==> config.mk <==
export PLATFORM = sky130hd
export DESIGN_NAME = eif_top
export DESIGN_NICKNAME = d
export VERILOG_FILES = /design/src/eif_pkg.sv /design/src/eif_thresh.sv /design/src/eif_top.sv /design/src/eif_uframe_timer.sv
export SDC_FILE = /design/constraint.sdc
export NUM_CORES = 1
export LEC_CHECK = 0
export BUFFER_PORTS_ARGS = -buffer_cell sky130_fd_sc_hd__buf_2
export CAP_MARGIN = 15
export CORE_UTILIZATION = 60
export DETAILED_ROUTE_END_ITERATION = 10
export PLACE_DENSITY = 0.85
export SETUP_SLACK_MARGIN = 0.2
export SLEW_MARGIN = 15
export SYNTH_ARGS = -nofsm -noshare
export SYNTH_HDL_FRONTEND = slang
export SYNTH_SLANG_ARGS = --single-unit
export TNS_END_PERCENT = 30
==> constraint.sdc <==
create_clock -name aclk -period 3.69 [get_ports aclk]
set_clock_uncertainty 0.2 [all_clocks]
set_input_delay 0.5535 -clock aclk [delete_from_list [all_inputs] [get_ports aclk]]
set_output_delay 0.5535 -clock aclk [all_outputs]
set_load 0.02 [all_outputs]
==> src/eif_pkg.sv <==
package eif_pkg;
    // register byte offsets
    localparam logic [7:0] OFS_STATUS = 8'h04;
    localparam logic [7:0] OFS_INTR_ENABLE = 8'h08;
    localparam logic [7:0] OFS_FRAME_INDEX = 8'h0c;
    localparam logic [7:0] OFS_COMMAND = 8'h10;
    // status and enable bit positions
    localparam int BIT_XFER_DONE = 0;
    localparam int BIT_XACT_ERR = 1;
    localparam int BIT_PORT_CHG = 2;
    localparam int BIT_ROLLOVER = 3;
    localparam int BIT_SYS_ERR = 4;
    localparam int BIT_ASYNC_ADV = 5;
    localparam int NUM_SRC = 6;
    // command register fields
    localparam int CMD_RUN_BIT = 0;
    localparam int CMD_FLS_LSB = 2;
    localparam int CMD_THR_LSB = 16;
    // reset values
    localparam logic [5:0] RST_ENABLE = 6'h00;
    localparam logic [13:0] RST_FRAME_INDEX = 14'h0000;
    localparam logic [7:0] RST_THRESHOLD = 8'h08;
    localparam logic [1:0] RST_FLS = 2'h0;
    // sources held back until a threshold boundary
    localparam logic [5:0] THR_GATED_MASK = 6'h23;
    // micro-frame period
    localparam int UFRAME_NS = 125000;
    localparam int CLK_NS = 10;
    localparam int UFRAME_CYCLES = UFRAME_NS / CLK_NS;
    // axi responses
    localparam logic [1:0] RESP_OKAY = 2'h0;
    localparam logic [1:0] RESP_SLVERR = 2'h2;
endpackage

==> src/eif_thresh.sv <==
`timescale 1ns/1ps
// marks the interrupt threshold boundary every thr micro-frames
module eif_thresh
    import eif_pkg::*;
(
    input wire logic aclk,
    input wire logic aresetn,
    input wire logic uframe_tick,
    input wire logic [7:0] thr,
    output logic boundary
);
    logic [7:0] cnt_ff;
    logic [7:0] nxt_cnt;
    logic bnd_ff;
    logic nxt_bnd;

    // zero threshold treated as one micro-frame
    always_comb
    begin
        nxt_cnt = cnt_ff;
        nxt_bnd = 1'b0;
        if (uframe_tick)
        begin
            if (cnt_ff + 8'h01 >= thr)
            begin
                nxt_cnt = 8'h00;
                nxt_bnd = 1'b1;
            end
            else
                nxt_cnt = cnt_ff + 8'h01;
        end
    end

    always_ff @(posedge aclk)
    begin
        if (!aresetn)
        begin
            cnt_ff <= 8'h00;
            bnd_ff <= 1'b0;
        end
        else
        begin
            cnt_ff <= nxt_cnt;
            bnd_ff <= nxt_bnd;
        end
    end

    assign boundary = bnd_ff;
endmodule

==> src/eif_top.sv <==
// The AXI4-Lite register port was left to the implementer.
`timescale 1ns/1ps
// Behaviour
// - async-advance flag with enable 5 interrupts at next threshold boundary
// - host-system-error flag with enable 4 interrupts immediately
// - frame-list-rollover flag with enable 3 interrupts
// - port-change flag with enable 2 interrupts
// - transaction-error flag with enable 1 interrupts at next threshold boundary
// - transfer-complete flag with enable 0 interrupts at next threshold boundary
// - enable bits read and write; one enables, zero disables
// - frame index increments by one each micro-frame end
// - frame index bits N..3 give the frame-list index
// - list size code selects N: 12, 11, 10; code 11 reserved
// - sof frame number from counter, running one micro-frame ahead
// - 11-bit sof shadow advances when low index bits go 0 to 1
// - reset and index writes copy bits 13..3 into shadow
// - rollover flag set on wrap of the frame-list index
module eif_top
    import eif_pkg::*;
(
    input wire logic aclk,
    input wire logic aresetn,
    input wire logic [7:0] s_axi_awaddr,
    input wire logic s_axi_awvalid,
    output logic s_axi_awready,
    input wire logic [31:0] s_axi_wdata,
    input wire logic [3:0] s_axi_wstrb,
    input wire logic s_axi_wvalid,
    output logic s_axi_wready,
    output logic [1:0] s_axi_bresp,
    output logic s_axi_bvalid,
    input wire logic s_axi_bready,
    input wire logic [7:0] s_axi_araddr,
    input wire logic s_axi_arvalid,
    output logic s_axi_arready,
    output logic [31:0] s_axi_rdata,
    output logic [1:0] s_axi_rresp,
    output logic s_axi_rvalid,
    input wire logic s_axi_rready,
    input wire logic ev_async_adv,
    input wire logic ev_sys_err,
    input wire logic ev_port_chg,
    input wire logic ev_xact_err,
    input wire logic ev_xfer_done,
    output logic irq,
    output logic [9:0] list_index,
    output logic [10:0] sof_shadow_count,
    output logic sof_strobe
);
    // frame-list index width per size code; reserved code falls back to 1024
    function automatic logic [9:0] list_idx(input logic [13:0] fi, input logic [1:0] fls);
        unique case (fls)
            2'h1: list_idx = {1'b0, fi[11:3]};
            2'h2: list_idx = {2'b00, fi[10:3]};
            default: list_idx = fi[12:3];
        endcase
    endfunction

    function automatic logic [31:0] merge(input logic [31:0] old, input logic [31:0] wd, input logic [3:0] be);
        merge = old;
        for (int i = 0; i < 4; i++)
            if (be[i])
                merge[i*8 +: 8] = wd[i*8 +: 8];
    endfunction

    // register state
    logic [5:0] enable_ff, nxt_enable;
    logic [5:0] status_ff, nxt_status;
    logic [5:0] pending_ff, nxt_pending;
    logic [13:0] findex_ff, nxt_findex;
    logic [10:0] sof_shadow_count_ff, nxt_sof_shadow_count;
    logic run_ff, nxt_run;
    logic [1:0] fls_ff, nxt_fls;
    logic [7:0] thr_ff, nxt_thr;
    logic irq_ff, nxt_irq;
    logic [9:0] lidx_ff, nxt_lidx;
    logic sof_ff, nxt_sof;
    logic init_ff;
    // bus state
    logic aw_ff, nxt_aw, w_ff, nxt_w;
    logic awready_ff, wready_ff;
    logic [7:0] awaddr_ff, nxt_awaddr;
    logic [31:0] wdata_ff, nxt_wdata;
    logic [3:0] wstrb_ff, nxt_wstrb;
    logic bvalid_ff, nxt_bvalid;
    logic [1:0] bresp_ff, nxt_bresp;
    logic arready_ff, nxt_arready;
    logic rvalid_ff, nxt_rvalid;
    logic [31:0] rdata_ff, nxt_rdata;
    logic [1:0] rresp_ff, nxt_rresp;
    logic tick, boundary, wr_go;
    logic [5:0] events, wr_clear;
    logic [13:0] fi_next;
    logic [31:0] cmd_word;

    eif_uframe_timer u_timer (
        .aclk(aclk),
        .aresetn(aresetn),
        .run(run_ff),
        .tick(tick)
    );

    eif_thresh u_thresh (
        .aclk(aclk),
        .aresetn(aresetn),
        .uframe_tick(tick),
        .thr(thr_ff),
        .boundary(boundary)
    );

    assign cmd_word = {8'h00, thr_ff, 12'h000, fls_ff, 1'b0, run_ff};

    // write channel: both address and data latched, in either order
    assign wr_go = aw_ff && w_ff && !bvalid_ff;

    always_comb
    begin
        nxt_aw = aw_ff;
        nxt_w = w_ff;
        nxt_awaddr = awaddr_ff;
        nxt_wdata = wdata_ff;
        nxt_wstrb = wstrb_ff;
        nxt_bvalid = bvalid_ff;
        nxt_bresp = bresp_ff;
        if (s_axi_awvalid && !aw_ff)
        begin
            nxt_aw = 1'b1;
            nxt_awaddr = s_axi_awaddr;
        end
        if (s_axi_wvalid && !w_ff)
        begin
            nxt_w = 1'b1;
            nxt_wdata = s_axi_wdata;
            nxt_wstrb = s_axi_wstrb;
        end
        if (wr_go)
        begin
            nxt_aw = 1'b0;
            nxt_w = 1'b0;
            nxt_bvalid = 1'b1;
            unique case (awaddr_ff)
                OFS_STATUS, OFS_INTR_ENABLE, OFS_FRAME_INDEX, OFS_COMMAND: nxt_bresp = RESP_OKAY;
                default: nxt_bresp = RESP_SLVERR;
            endcase
        end
        if (bvalid_ff && s_axi_bready)
            nxt_bvalid = 1'b0;
    end

    // read channel: one-cycle ready, data from a register
    always_comb
    begin
        nxt_arready = 1'b0;
        nxt_rvalid = rvalid_ff;
        nxt_rdata = rdata_ff;
        nxt_rresp = rresp_ff;
        if (rvalid_ff && s_axi_rready)
            nxt_rvalid = 1'b0;
        // ready first; data one cycle after the address handshake, so rvalid never leads it
        if (s_axi_arvalid && !arready_ff && !rvalid_ff)
            nxt_arready = 1'b1;
        if (s_axi_arvalid && arready_ff)
        begin
            nxt_rvalid = 1'b1;
            nxt_rresp = RESP_OKAY;
            unique case (s_axi_araddr)
                OFS_STATUS: nxt_rdata = {26'h0000000, status_ff};
                OFS_INTR_ENABLE: nxt_rdata = {26'h0000000, enable_ff};
                OFS_FRAME_INDEX: nxt_rdata = {18'h00000, findex_ff};
                OFS_COMMAND: nxt_rdata = cmd_word;
                default:
                begin
                    nxt_rdata = 32'h00000000;
                    nxt_rresp = RESP_SLVERR;
                end
            endcase
        end
    end

    assign events = {ev_async_adv, ev_sys_err, 1'b0, ev_port_chg, ev_xact_err, ev_xfer_done};
    assign wr_clear = (wr_go && awaddr_ff == OFS_STATUS && wstrb_ff[0]) ? wdata_ff[5:0] : 6'h00;
    assign fi_next = findex_ff + 14'h0001;

    // core state: enables, status, frame index, shadow, interrupt
    always_comb
    begin
        logic [31:0] m;
        logic [5:0] raw;
        logic wrap;
        m = 32'h00000000;
        raw = events;
        wrap = 1'b0;
        nxt_enable = enable_ff;
        nxt_findex = findex_ff;
        nxt_sof_shadow_count = sof_shadow_count_ff;
        nxt_run = run_ff;
        nxt_fls = fls_ff;
        nxt_thr = thr_ff;
        if (wr_go && awaddr_ff == OFS_INTR_ENABLE)
        begin
            m = merge({26'h0000000, enable_ff}, wdata_ff, wstrb_ff);
            nxt_enable = m[5:0];
        end
        if (wr_go && awaddr_ff == OFS_COMMAND)
        begin
            m = merge(cmd_word, wdata_ff, wstrb_ff);
            nxt_run = m[CMD_RUN_BIT];
            nxt_fls = m[CMD_FLS_LSB +: 2];
            nxt_thr = m[CMD_THR_LSB +: 8];
        end
        if (wr_go && awaddr_ff == OFS_FRAME_INDEX)
        begin
            m = merge({18'h00000, findex_ff}, wdata_ff, wstrb_ff);
            nxt_findex = m[13:0];
            nxt_sof_shadow_count = m[13:3];
        end
        else if (tick)
        begin
            nxt_findex = fi_next;
            if (findex_ff[2:0] == 3'h0)
                nxt_sof_shadow_count = sof_shadow_count_ff + 11'h001;
            unique case (fls_ff)
                2'h1: wrap = findex_ff[11] && !fi_next[11];
                2'h2: wrap = findex_ff[10] && !fi_next[10];
                default: wrap = findex_ff[12] && !fi_next[12];
            endcase
        end
        raw[BIT_ROLLOVER] = wrap;
        // set beats the write-one clear
        nxt_status = (status_ff & ~wr_clear) | raw;
        // gated sources wait for a boundary; clearing the flag withdraws them
        nxt_pending = (pending_ff | (boundary ? (nxt_status & THR_GATED_MASK) : 6'h00)) & nxt_status;
        nxt_irq = |(nxt_enable & ((nxt_status & ~THR_GATED_MASK) | nxt_pending));
        nxt_lidx = list_idx(nxt_findex, nxt_fls);
        nxt_sof = tick;
    end

    always_ff @(posedge aclk)
    begin
        if (!aresetn)
        begin
            aw_ff <= 1'b0;
            w_ff <= 1'b0;
            awready_ff <= 1'b1;
            wready_ff <= 1'b1;
            awaddr_ff <= 8'h00;
            wdata_ff <= 32'h00000000;
            wstrb_ff <= 4'h0;
            bvalid_ff <= 1'b0;
            bresp_ff <= RESP_OKAY;
            arready_ff <= 1'b0;
            rvalid_ff <= 1'b0;
            rdata_ff <= 32'h00000000;
            rresp_ff <= RESP_OKAY;
            enable_ff <= RST_ENABLE;
            status_ff <= 6'h00;
            pending_ff <= 6'h00;
            findex_ff <= RST_FRAME_INDEX;
            sof_shadow_count_ff <= RST_FRAME_INDEX[13:3];
            run_ff <= 1'b0;
            fls_ff <= RST_FLS;
            thr_ff <= RST_THRESHOLD;
            irq_ff <= 1'b0;
            lidx_ff <= 10'h000;
            sof_ff <= 1'b0;
        end
        else
        begin
            aw_ff <= nxt_aw;
            w_ff <= nxt_w;
            awready_ff <= !nxt_aw;
            wready_ff <= !nxt_w;
            awaddr_ff <= nxt_awaddr;
            wdata_ff <= nxt_wdata;
            wstrb_ff <= nxt_wstrb;
            bvalid_ff <= nxt_bvalid;
            bresp_ff <= nxt_bresp;
            arready_ff <= nxt_arready;
            rvalid_ff <= nxt_rvalid;
            rdata_ff <= nxt_rdata;
            rresp_ff <= nxt_rresp;
            enable_ff <= nxt_enable;
            status_ff <= nxt_status;
            pending_ff <= nxt_pending;
            findex_ff <= nxt_findex;
            sof_shadow_count_ff <= nxt_sof_shadow_count;
            run_ff <= nxt_run;
            fls_ff <= nxt_fls;
            thr_ff <= nxt_thr;
            irq_ff <= nxt_irq;
            lidx_ff <= nxt_lidx;
            sof_ff <= nxt_sof;
        end
    end

    // ready stays low while a write is held so the master sees back-pressure
    assign s_axi_awready = awready_ff;
    assign s_axi_wready = wready_ff;
    assign s_axi_bvalid = bvalid_ff;
    assign s_axi_bresp = bresp_ff;
    assign s_axi_arready = arready_ff;
    assign s_axi_rvalid = rvalid_ff;
    assign s_axi_rdata = rdata_ff;
    assign s_axi_rresp = rresp_ff;
    assign irq = irq_ff;
    assign list_index = lidx_ff;
    assign sof_shadow_count = sof_shadow_count_ff;
    assign sof_strobe = sof_ff;
endmodule

==> src/eif_uframe_timer.sv <==
`timescale 1ns/1ps
// one-cycle tick at the end of every micro-frame
module eif_uframe_timer
    import eif_pkg::*;
#(
    parameter int PERIOD = UFRAME_CYCLES
)
(
    input wire logic aclk,
    input wire logic aresetn,
    input wire logic run,
    output logic tick
);
    logic [16:0] cnt_ff;
    logic [16:0] nxt_cnt;
    logic tick_ff;
    logic nxt_tick;

    // count while running; restart cleanly when halted
    always_comb
    begin
        nxt_cnt = cnt_ff;
        nxt_tick = 1'b0;
        if (!run)
            nxt_cnt = 17'h00000;
        else if (cnt_ff == 17'(PERIOD - 1))
        begin
            nxt_cnt = 17'h00000;
            nxt_tick = 1'b1;
        end
        else
            nxt_cnt = cnt_ff + 17'h00001;
    end

    always_ff @(posedge aclk)
    begin
        if (!aresetn)
        begin
            cnt_ff <= 17'h00000;
            tick_ff <= 1'b0;
        end
        else
        begin
            cnt_ff <= nxt_cnt;
            tick_ff <= nxt_tick;
        end
    end

    assign tick = tick_ff;
endmodule

# --- Yosys cells after proc, flatten, opt, wreduce, memory -nomap -nowiden ---
# Cells that the tools add are included.
# Widths: inputs -> output; s select.
totals:
  input_bits: 64
  word_cells: 130
  output_inout_bits: 64
  ff_bits: 171
classes:
  n_reduce_logical: 42
  order_cmp: 1
  n_mux: 30
  eq_ne: 14
  n_addsub: 4
  bitwise: 9
op_table:
  columns: ["op", "n"]
  rows:
  - ["$pmux 24 s4", 1]
  - ["$mux 11", 3]
  - ["$eq 8x4->1 const B", 4]
  - ["$mux 6", 5]
  - ["$mux 14", 2]
  - ["$pmux 10 s2", 1]
  - ["$and 6x6->6", 3]
  - ["$add 17x1->17 const B", 1]
  - ["$eq 17x14->1 const B", 1]
  - ["$logic_and 1x1->1", 17]
  - ["$eq 8x3->1 const B", 2]
  - ["$eq 8x5->1 const B", 2]
  - ["$mux 8", 2]
  - ["$add 14x1->14 const B", 1]
  - ["$or 6x6->6", 2]
  - ["$reduce_and 2->1", 6]
  - ["$add 11x1->11 const B", 1]
  - ["$mux 1", 11]
  - ["$logic_not 1->1", 10]
  - ["$add 8x1->8 const B", 1]
  - ["$ge 8x8->1", 1]
  - ["$reduce_or 4->1", 2]
  - ["$mux 2", 3]
  - ["$not 6->6", 1]
  - ["other kinds (12)", 17]

# --- Depth between registers and ports, before layout ---
# Gate-level depths: netlist (run 1).
depth:
  ltp_word: 14
  mapped_depth: 11

# --- Cells and area by module ---
# Synthesis (run 1) repeated with hierarchy kept, for this count alone.
hier_totals:
  cells_unflattened: 777
  hier_area_um2: 6836.6
modules_own_cells:
  columns: ["module", "cells_per_inst", "seq_area_each_um2", "instances", "area_each_um2"]
  rows:
  - ["eif_top", 609, 2382.3, 1, 5358.9]
  - ["eif_uframe_timer", 89, 360.3, 1, 823.3]
  - ["eif_thresh", 79, 180.2, 1, 654.4]

# --- Worst setup path after synthesis (run 1) ---
# OpenSTA, ideal clock, no wires.
synth_path:
  path_type: "reg2reg"
  from: "reg awaddr_ff[0]"
  to: "reg lidx_ff[8], in the netlist list_index[8]"
  setup_ns: 0.115
  synth_period_minus_slack_ns: 2.484
  path_stages_with_launch: 8
  path_slack_ns: 1.206
  arrival_time_ns: 2.169
  n_path_buf: 1
  cell_sequence: "dfxtp_1 > or4_4 > buf_6 > nor3_1 > nand4_1 > mux2_2 > ha_1 > o21a_1"
synth_between:
  elab_chain_cells: 5
  word_cells_on_any_way: 9
synth_rtl:
  columns: ["element", "line_no", "source"]
  rows:
  - ["start, declared", "eif_top.sv:82", "logic [7:0] awaddr_ff, nxt_awaddr;"]
  - ["start signal, assigned", "eif_top.sv:273", "awaddr_ff <= nxt_awaddr;"]
  - ["$eq 8x5->1 (*)", "eif_top.sv:204", "if (wr_go && awaddr_ff == OFS_COMMAND)"]
  - ["$logic_and 1x1->1 (*)", "eif_top.sv:204", null]
  - ["$mux 2 (*)", "eif_top.sv:204", null]
  - ["net nxt_fls[0]", "eif_top.sv:73", "logic [1:0] fls_ff, nxt_fls;"]
  - ["$eq 2x2->1 or $eq 2x1->1 (tied branches)", "eif_top.sv:52", "unique case (fls)"]
  - ["$pmux 10 s2 (*)", "eif_top.sv:52", null]
  - ["end signal, assigned", "eif_top.sv:291", "lidx_ff <= nxt_lidx;"]
  - ["end, declared", "eif_top.sv:76", "logic [9:0] lidx_ff, nxt_lidx;"]
# Mark *: on every way through the listed nets, which the timed path passes. The rest lies on a longest branch.
# A chain may end at the register's enable or synchronous reset.

# --- Worst setup path after layout (run 1) ---
layout_path:
  from: "reg u_thresh.cnt_ff[0]"
  to: "reg u_thresh.cnt_ff[6]"
layout_between:
  elab_chain_cells: 3
layout_rtl:
  columns: ["element", "line_no", "source"]
  rows:
  - ["start, declared", "eif_thresh.sv:12", "logic [7:0] cnt_ff;"]
  - ["start signal, assigned", "eif_thresh.sv:43", "cnt_ff <= nxt_cnt;"]
  - ["$add 8x1->8 (*)", "eif_thresh.sv:24, eif_thresh.sv:30", null]
  - ["$ge 8x8->1", "eif_thresh.sv:24", "if (cnt_ff + 8'h01 >= thr)"]
  - ["$mux 8 (*)", "eif_thresh.sv:24", null]
# Mark *: on every way between the ends. The rest lies on a longest branch, timed or not.

==> flow_summary.json, run 1 <==
{
  "hold_violations": 0,
  "htreeDepth": 4,
  "nNetsFinal": 955,
  "drtIter0Drc": 514,
  "layout_min_cycle_time_ns": 2.82,
  "crit_family": "compound AO/OA/AOI/OAI gates",
  "cts_resized": 0,
  "slew_headroom_pct": 20.3,
  "via_per_inst": 5.85,
  "cts_tree": "built",
  "p_leak_nw": 3.31,
  "p_clk_share_pct": 49.9,
  "coreArea_um2": 10900,
  "pre_cts_ws_ns": 0.932,
  "comb_power_share_pct": 5.2,
  "drv_cap": 0,
  "layout-drive-gt1-share_pct": 18.0,
  "crit_type": "register to register",
  "multiInputGateArea_um2": 3530,
  "slowest_delay_ns": 0.42,
  "gr-total-overflow": 0,
  "cts_setup_buffers": 0,
  "whs_ns": 0.172,
  "grt_pass1_vias": 5745,
  "setup_viol_count_final": 0,
  "synth.area.mux_share_pct": 5.41,
  "syn_avg_cell_area_um2": 8.60,
  "fin_tns_setup_ns": 0,
  "cp_cell_sequence": "ha_1 > nand3_1 > nor2_1 > xor2_1 > ha_1 > a21o_1 > a21oi_1 > o21a_1 > a32o_1",
  "wirelength_mm": 16.7,
  "worstMarginPinSlew_ns": 1.20,
  "p_sw_mw": 0.797,
  "layout_commonest_cell": "dfxtp_1",
  "setup_ws_ns": 0.874,
  "antennaDiodeCount": 0,
  "synth-seq-area-share_pct": 43.0,
  "hold_path.class": "input port to register",
  "place_hpwl_mm": 11.4,
  "netlist_instances": 790,
  "syn_to_final_growth_pct": 16.5,
  "grt_max_degree": 40,
  "peakVddDrop_uv": 439,
  "ys_types": 61,
  "yosysWarnings": 0,
  "gp_congestion": 0.850,
  "pwr-share-seq_pct": 44.9,
  "cp-end-kind": "register",
  "place_inst": 993,
  "synth_adder_area_share_pct": 3.50,
  "cts_buffers": 17,
  "ctsHoldBuffers": 0,
  "slowest_stage": "dfxtp_1",
  "grt_pass1_wl_mm": 27.2,
  "die-area_um2": 11800,
  "route.vias.total": 5993,
  "cp-start-kind": "register",
  "cp_max_fo": 5,
  "p_int_mw": 2.86,
  "ys_seq_elements": 146,
  "rsz0062_at_grt": "no",
  "first_pass_iters": 5,
  "status": "finished clean",
  "synthSimpleGateAreaFrac_pct": 24.0,
  "die_w_um": 108,
  "rows": 38,
  "final_cell_mix": "146 x dfxtp_1, 105 x nand2_1, 104 x buf_2",
  "synth-edff-count": 0,
  "clockBufferDepth": 2,
  "fin_cells": 1025,
  "path_clk_slew_ns": 0.06,
  "cp.buffers_inverters": 0,
  "synthFlopType": "dfxtp_1",
  "drc": 0,
  "final-max-slew-violation-count": 0,
  "insertion_delay_ns": 0.42,
  "post-route-period-util_pct": 76.3,
  "antenna_left": 0,
  "required_ns": 3.85,
  "io_buffers": 104,
  "synth_xor_area_share_pct": 3.99,
  "fmax_mhz": 355,
  "fillers": 809,
  "cts.sinks": 146,
  "antenna_found_initial": 0,
  "crit_arrival_ns": 2.98,
  "power_density_nw_per_um2": 461,
  "critical_path.most_common_cell": "ha_1",
  "synth_top_family_by_area": "simple AND/OR/NAND/NOR gates",
  "io_pins": 128,
  "layout.area.seq_um2": 2920,
  "synth_compound_area_share_pct": 14.2,
  "synthArstFlopShare_pct": 0,
  "grt_use_total_pct": 29.7,
  "swShare_pct": 21.8,
  "die_height_um": 108,
  "root_buffer": "clkbuf_16",
  "synth_area_um2": 6800,
  "detail_route.wl_per_cell_um": 16.3,
  "initial_core_util_pct": 62.2
}
-- worst register-to-register path, delay by kind of cell (launching register included) --
| family | cells | cell delay [ns] |
|---|---|---|
| xor+xnor | 1 | 0.23 |
| fa+ha+maj | 2 | 0.56 |
| compound gates | 4 | 0.94 |
| simple gates | 2 | 0.41 |
| flops | 1 | 0.42 |
-- layout make-up --
type                    count  share of cell area, %
repair buffers            112                   7.33
flip-flops and latches    146                   36.9
inverters                  22                   1.04
clock buffers              22                   5.99
multi-input cells         573                   44.6
well taps                 140                   2.21
clock inverters            10                   1.96
-- logic make-up after synthesis --
| family | after synthesis |
|---|---|
| AND/OR/NAND/NOR | 327 |
| AO/OA/AOI/OAI | 148 |
| flip-flops | 146 |
| buffers and inverters | 82 |
| multiplexers | 36 |
| XOR/XNOR | 31 |
| adder cells (fa/ha/maj) | 19 |
| other | 1 |
-- worst paths after layout --
| path | startpoint | end | slack [ns] | cells after the start |
|---|---|---|---|---|
| worst max-delay path | u_thresh.cnt_ff[0]$_SDFFE_PN0P_ | u_thresh.cnt_ff[6]$_SDFFE_PN0P_ | 0.87 | 9 |
| worst min-delay path | s_axi_wdata[1] | wdata_ff[1]$_SDFFE_PN0P_ | 0.17 | 3 |
| worst max register to register | u_thresh.cnt_ff[0]$_SDFFE_PN0P_ | u_thresh.cnt_ff[6]$_SDFFE_PN0P_ | 0.87 | 9 |
| worst min register to register | u_timer.cnt_ff[0]$_SDFF_PP0_ | u_timer.cnt_ff[0]$_SDFF_PP0_ | 0.24 | 1 |
-- power groups by stage --
stage	clock, mW	combinational (mW)	sequential [mW]
2_1_floorplan	0	0.133	1.67
4_1_cts	1.83	0.187	1.64
3_3_place_gp	0	0.180	1.67
6_report	1.82	0.188	1.64
5_1_grt	1.90	0.207	1.65
3_5_place_dp	0	0.185	1.67
-- sequential cells by signal, summed over array words and instances (netlist names), 2 cells and up --
name and flops:
s_axi_rdata 22, wdata_ff 22, u_timer.cnt_ff 17, findex_ff 14
sof_shadow_count 11, awaddr_ff 8, thr_ff 8, u_thresh.cnt_ff 8
enable_ff 6, status_ff 6, pending_ff 3, wstrb_ff 3
fls_ff 2, list_index 2
-- Yosys cell counts (16+ instances only) --
cell type  count  area (um2)
and3_1        16         100
dfxtp_1      146        2920
xor2_1        19         166
clkbuf_1      25        93.8
nand3_1       30         150
o21ai_0       17        85.1
a21oi_1       63         315
mux2i_1       30         300
ha_1          19         238
inv_1         21        78.8
buf_4         20         150
nor2_1        79         297
nand2_1      105         394
-- routing by layer --
| metal | global-route usage, % | up-vias | routed length (um) |
|---|---|---|---|
| met5 | 0 | - | 0 |
| met4 | 15.8 | 0 | 472 |
| li1 | - | 2899 | - |
| met3 | 6.87 | 42 | 1220 |
| met2 | 48.6 | 255 | 7920 |
| met1 | 36.3 | 2797 | 7130 |
-- metrics by stage --
stage / power, mW / cell area [um2] / util [%]
after floorplan: 1.80 / 6840 / -
after global placement: 1.85 / 7290 / 66.7
after detailed placement: 1.86 / 7290 / 66.7
after CTS: 3.66 / 7920 / 72.4
after global routing: 3.75 / 7920 / 72.4
final: 3.66 / 7920 / 72.4
No activity file was read; power rests on OpenSTA's default activity.
==> run 2, diff against run 1 <==
Settings changed: ABC_AREA from default to 1, CORE_UTILIZATION 60 to 56, PLACE_DENSITY 0.85 to 0.8.
Clock period 3.69 ns to 2.7 ns, I/O delays scaled along.
==> flow_summary.json, run 2 <==
{
  "gp_congestion": 0.840,
  "final_cell_mix": "174 x nand2_1, 137 x dfxtp_1, 107 x inv_1",
  "clockBufferDepth": 2,
  "pwr-share-seq_pct": 46.0,
  "via_per_inst": 5.40,
  "first_pass_iters": 7,
  "ys_top_cells_by_area": "dfxtp_1 42%, nand2_1 9.8%, o21ai_0 6.8%",
  "slew_headroom_pct": 51.9,
  "whs_ns": 0.0131,
  "grt_pass1_vias": 6019,
  "r2r_start": "u_thresh.cnt_ff[0]$_SDFFE_PN0P_",
  "layout_commonest_cell": "nand2_1",
  "ys_seq_elements": 146,
  "nNetsFinal": 1136,
  "status": "finished clean",
  "io_buffers": 104,
  "worstMarginPinSlew_ns": 0.720,
  "layout-drive-gt1-share_pct": 21.5,
  "initial_core_util_pct": 57.5,
  "p_sw_mw": 1.13,
  "critical_path.most_common_cell": "buf_4",
  "detail_route.wl_per_cell_um": 14.3,
  "drtIter0Drc": 470,
  "antennaDiodeCount": 0,
  "path_clk_slew_ns": 0.06,
  "rsz0062_at_grt": "yes",
  "cp_max_fo": 3,
  "syn_avg_cell_area_um2": 7.27,
  "post-route-period-util_pct": 96.6,
  "antenna_left": 0,
  "synthFlopType": "dfxtp_1",
  "grt_use_total_pct": 27.1,
  "synth-seq-area-share_pct": 42.3,
  "yosysTopAreaCell": "dfxtp_1",
  "p_clk_share_pct": 47.7,
  "cp-start-kind": "register",
  "yosysWarnings": 0,
  "fin_cells": 1212,
  "place_hpwl_mm": 11.4,
  "cts.sinks": 146,
  "fillers": 1000,
  "synthArstFlopShare_pct": 0,
  "r2r-end": "u_thresh.boundary$_SDFF_PN0_",
  "wirelength_mm": 17.3,
  "die_height_um": 113,
  "hold_violations": 0,
  "slowest_stage": "dfxtp_2",
  "cp_cell_sequence": "buf_6 > nand3_4 > inv_2 > nand3_2 > xor2_1 > inv_1 > ha_4 > a21oi_2 > nor2_1 > a211oi_2 > nand3_2 > buf_4 > buf_4 > buf_4 > nand2_1 > inv_1",
  "insertion_delay_ns": 0.43,
  "crit_type": "register to register",
  "htreeDepth": 4,
  "grt_max_degree": 50,
  "cts_tree": "built",
  "coreArea_um2": 12000,
  "place_inst": 1166,
  "fin_tns_setup_ns": 0,
  "hold_path.class": "input port to register",
  "gr-total-overflow": 0,
  "r2r_cells": 16,
  "route.vias.total": 6541,
  "hp-start": "s_axi_awvalid",
  "die_w_um": 113,
  "antenna_found_initial": 0,
  "crit_arrival_ns": 2.74,
  "synth_most_common_cell": "nand2_1",
  "slowest_delay_ns": 0.37,
  "layout_min_cycle_time_ns": 2.61,
  "ys_types": 44,
  "p_leak_nw": 3.64,
  "io_pins": 128,
  "root_buffer": "clkbuf_16",
  "final_util_pct": 69.2,
  "fmax_mhz": 383,
  "peakVddDrop_uv": 412,
  "power_density_nw_per_um2": 592,
  "p_int_mw": 3.79,
  "cp-end-kind": "register",
  "drc": 0,
  "min_path_cells": 2,
  "netlist_instances": 949,
  "synth_top_area_share_pct": 42.3,
  "rows": 40,
  "r2r_slack_ns": 0.09,
  "grt_pass1_wl_mm": 27.6,
  "drv_cap": 0,
  "synth_area_um2": 6900,
  "syn_to_final_growth_pct": 20.4,
  "hold_end": "s_axi_awready$_SDFF_PN1_",
  "die-area_um2": 12800,
  "comb_power_share_pct": 6.3,
  "cts_buffers": 17,
  "required_ns": 2.83,
  "swShare_pct": 23.1,
  "setup_viol_count_final": 0,
  "final-max-slew-violation-count": 0,
  "synth-edff-count": 0,
  "synth.top_cells.by_count": "180 x nand2_1, 146 x dfxtp_1, 109 x inv_1"
}
## run 2: changes by cell type after synthesis, moves of 11 or more
cell      delta
a31oi_1     +19
and3_1      -15
nand3b_1    -11
xnor2_1     -11
nor2_1      +23
nand2_1     +75
nor2b_1     -14
mux2i_1     -30
inv_1       +88
a211oi_1    -11
o21ai_0     +77
and2_1      -11
## run 2: cells by family after synthesis
logic type | count (synthesis) | synth area share [%]
xor+xnor | 15 | 1.90
compound gates | 216 | 16.9
fa+ha+maj | 19 | 3.44
simple gates | 383 | 24.6
flops | 146 | 42.3
other cells | 1 | 0.0543
buf+inv | 169 | 10.8
## run 2: worst max path at each step
stage / from / to
finish: u_thresh.cnt_ff[0]$_SDFFE_PN0P_ / u_thresh.boundary$_SDFF_PN0_
global route: u_thresh.cnt_ff[0]$_SDFFE_PN0P_ / u_thresh.cnt_ff[6]$_SDFFE_PN0P_
CTS: u_thresh.cnt_ff[1]$_SDFFE_PN0P_ / u_thresh.cnt_ff[2]$_SDFFE_PN0P_
detailed placement: u_thresh.cnt_ff[1]$_SDFFE_PN0P_ / u_thresh.cnt_ff[4]$_SDFFE_PN0P_
global placement: u_thresh.cnt_ff[1]$_SDFFE_PN0P_ / u_thresh.cnt_ff[6]$_SDFFE_PN0P_
floorplan: u_thresh.cnt_ff[0]$_SDFFE_PN0P_ / u_thresh.cnt_ff[1]$_SDFFE_PN0P_
## run 2: through the flow
stage / cell area [um2] / setup WS (ns) / total power, mW
floorplan: 6940 / 0.303 / 2.52
global placement: 7410 / 0.140 / 2.61
detailed placement: 7410 / 0.0603 / 2.62
CTS: 8120 / 0.182 / 4.92
global route: 8310 / -0.0352 / 5.08
finish: 8310 / 0.0914 / 4.92
## run 2: metal layers
layer | wire length, um | track usage (%) | vias to the layer above
li1 | - | - | 3292
met1 | 7420 | 33.1 | 2987
met2 | 8430 | 46.3 | 228
met3 | 1020 | 5.62 | 34
met4 | 404 | 11.8 | 0
met5 | 0 | 0 | -
## run 2: layout make-up
| class | instances | area [um2] | area share (%) |
|---|---|---|---|
| flip-flops and latches | 146 | 2940 | 35.4 |
| clock inverters | 10 | 135 | 1.63 |
| well taps | 147 | 184 | 2.21 |
| inverters | 117 | 439 | 5.29 |
| multi-input cells | 645 | 3450 | 41.5 |
| repair buffers | 126 | 708 | 8.52 |
| clock buffers | 21 | 450 | 5.42 |
## run 2: critical path: cells and delay by family (launching register included)
kind                     cells  cell delay [ns]
buffers and inverters        7             0.75
AND/OR/NAND/NOR              5             0.40
flip-flops                   1             0.37
AO/OA/AOI/OAI                2             0.32
adder cells (fa/ha/maj)      1             0.26
XOR/XNOR                     1             0.21
## run 2: timing repair
action	CTS	global route
hold buffers	1	0
setup endpoints to repair	8	13
pin swaps	6	19
gates cloned	0	0
setup buffers	6	8
hold endpoints to repair	1	0
gates resized for setup	17	35
## run 2: power by group through the flow
stage	clock [mW]	sequential (mW)	combinational, mW
after detailed placement	0	2.31	0.304
after global placement	0	2.31	0.299
final	2.35	2.26	0.308
after CTS	2.35	2.27	0.308
after floorplan	0	2.32	0.196
after global routing	2.46	2.27	0.346
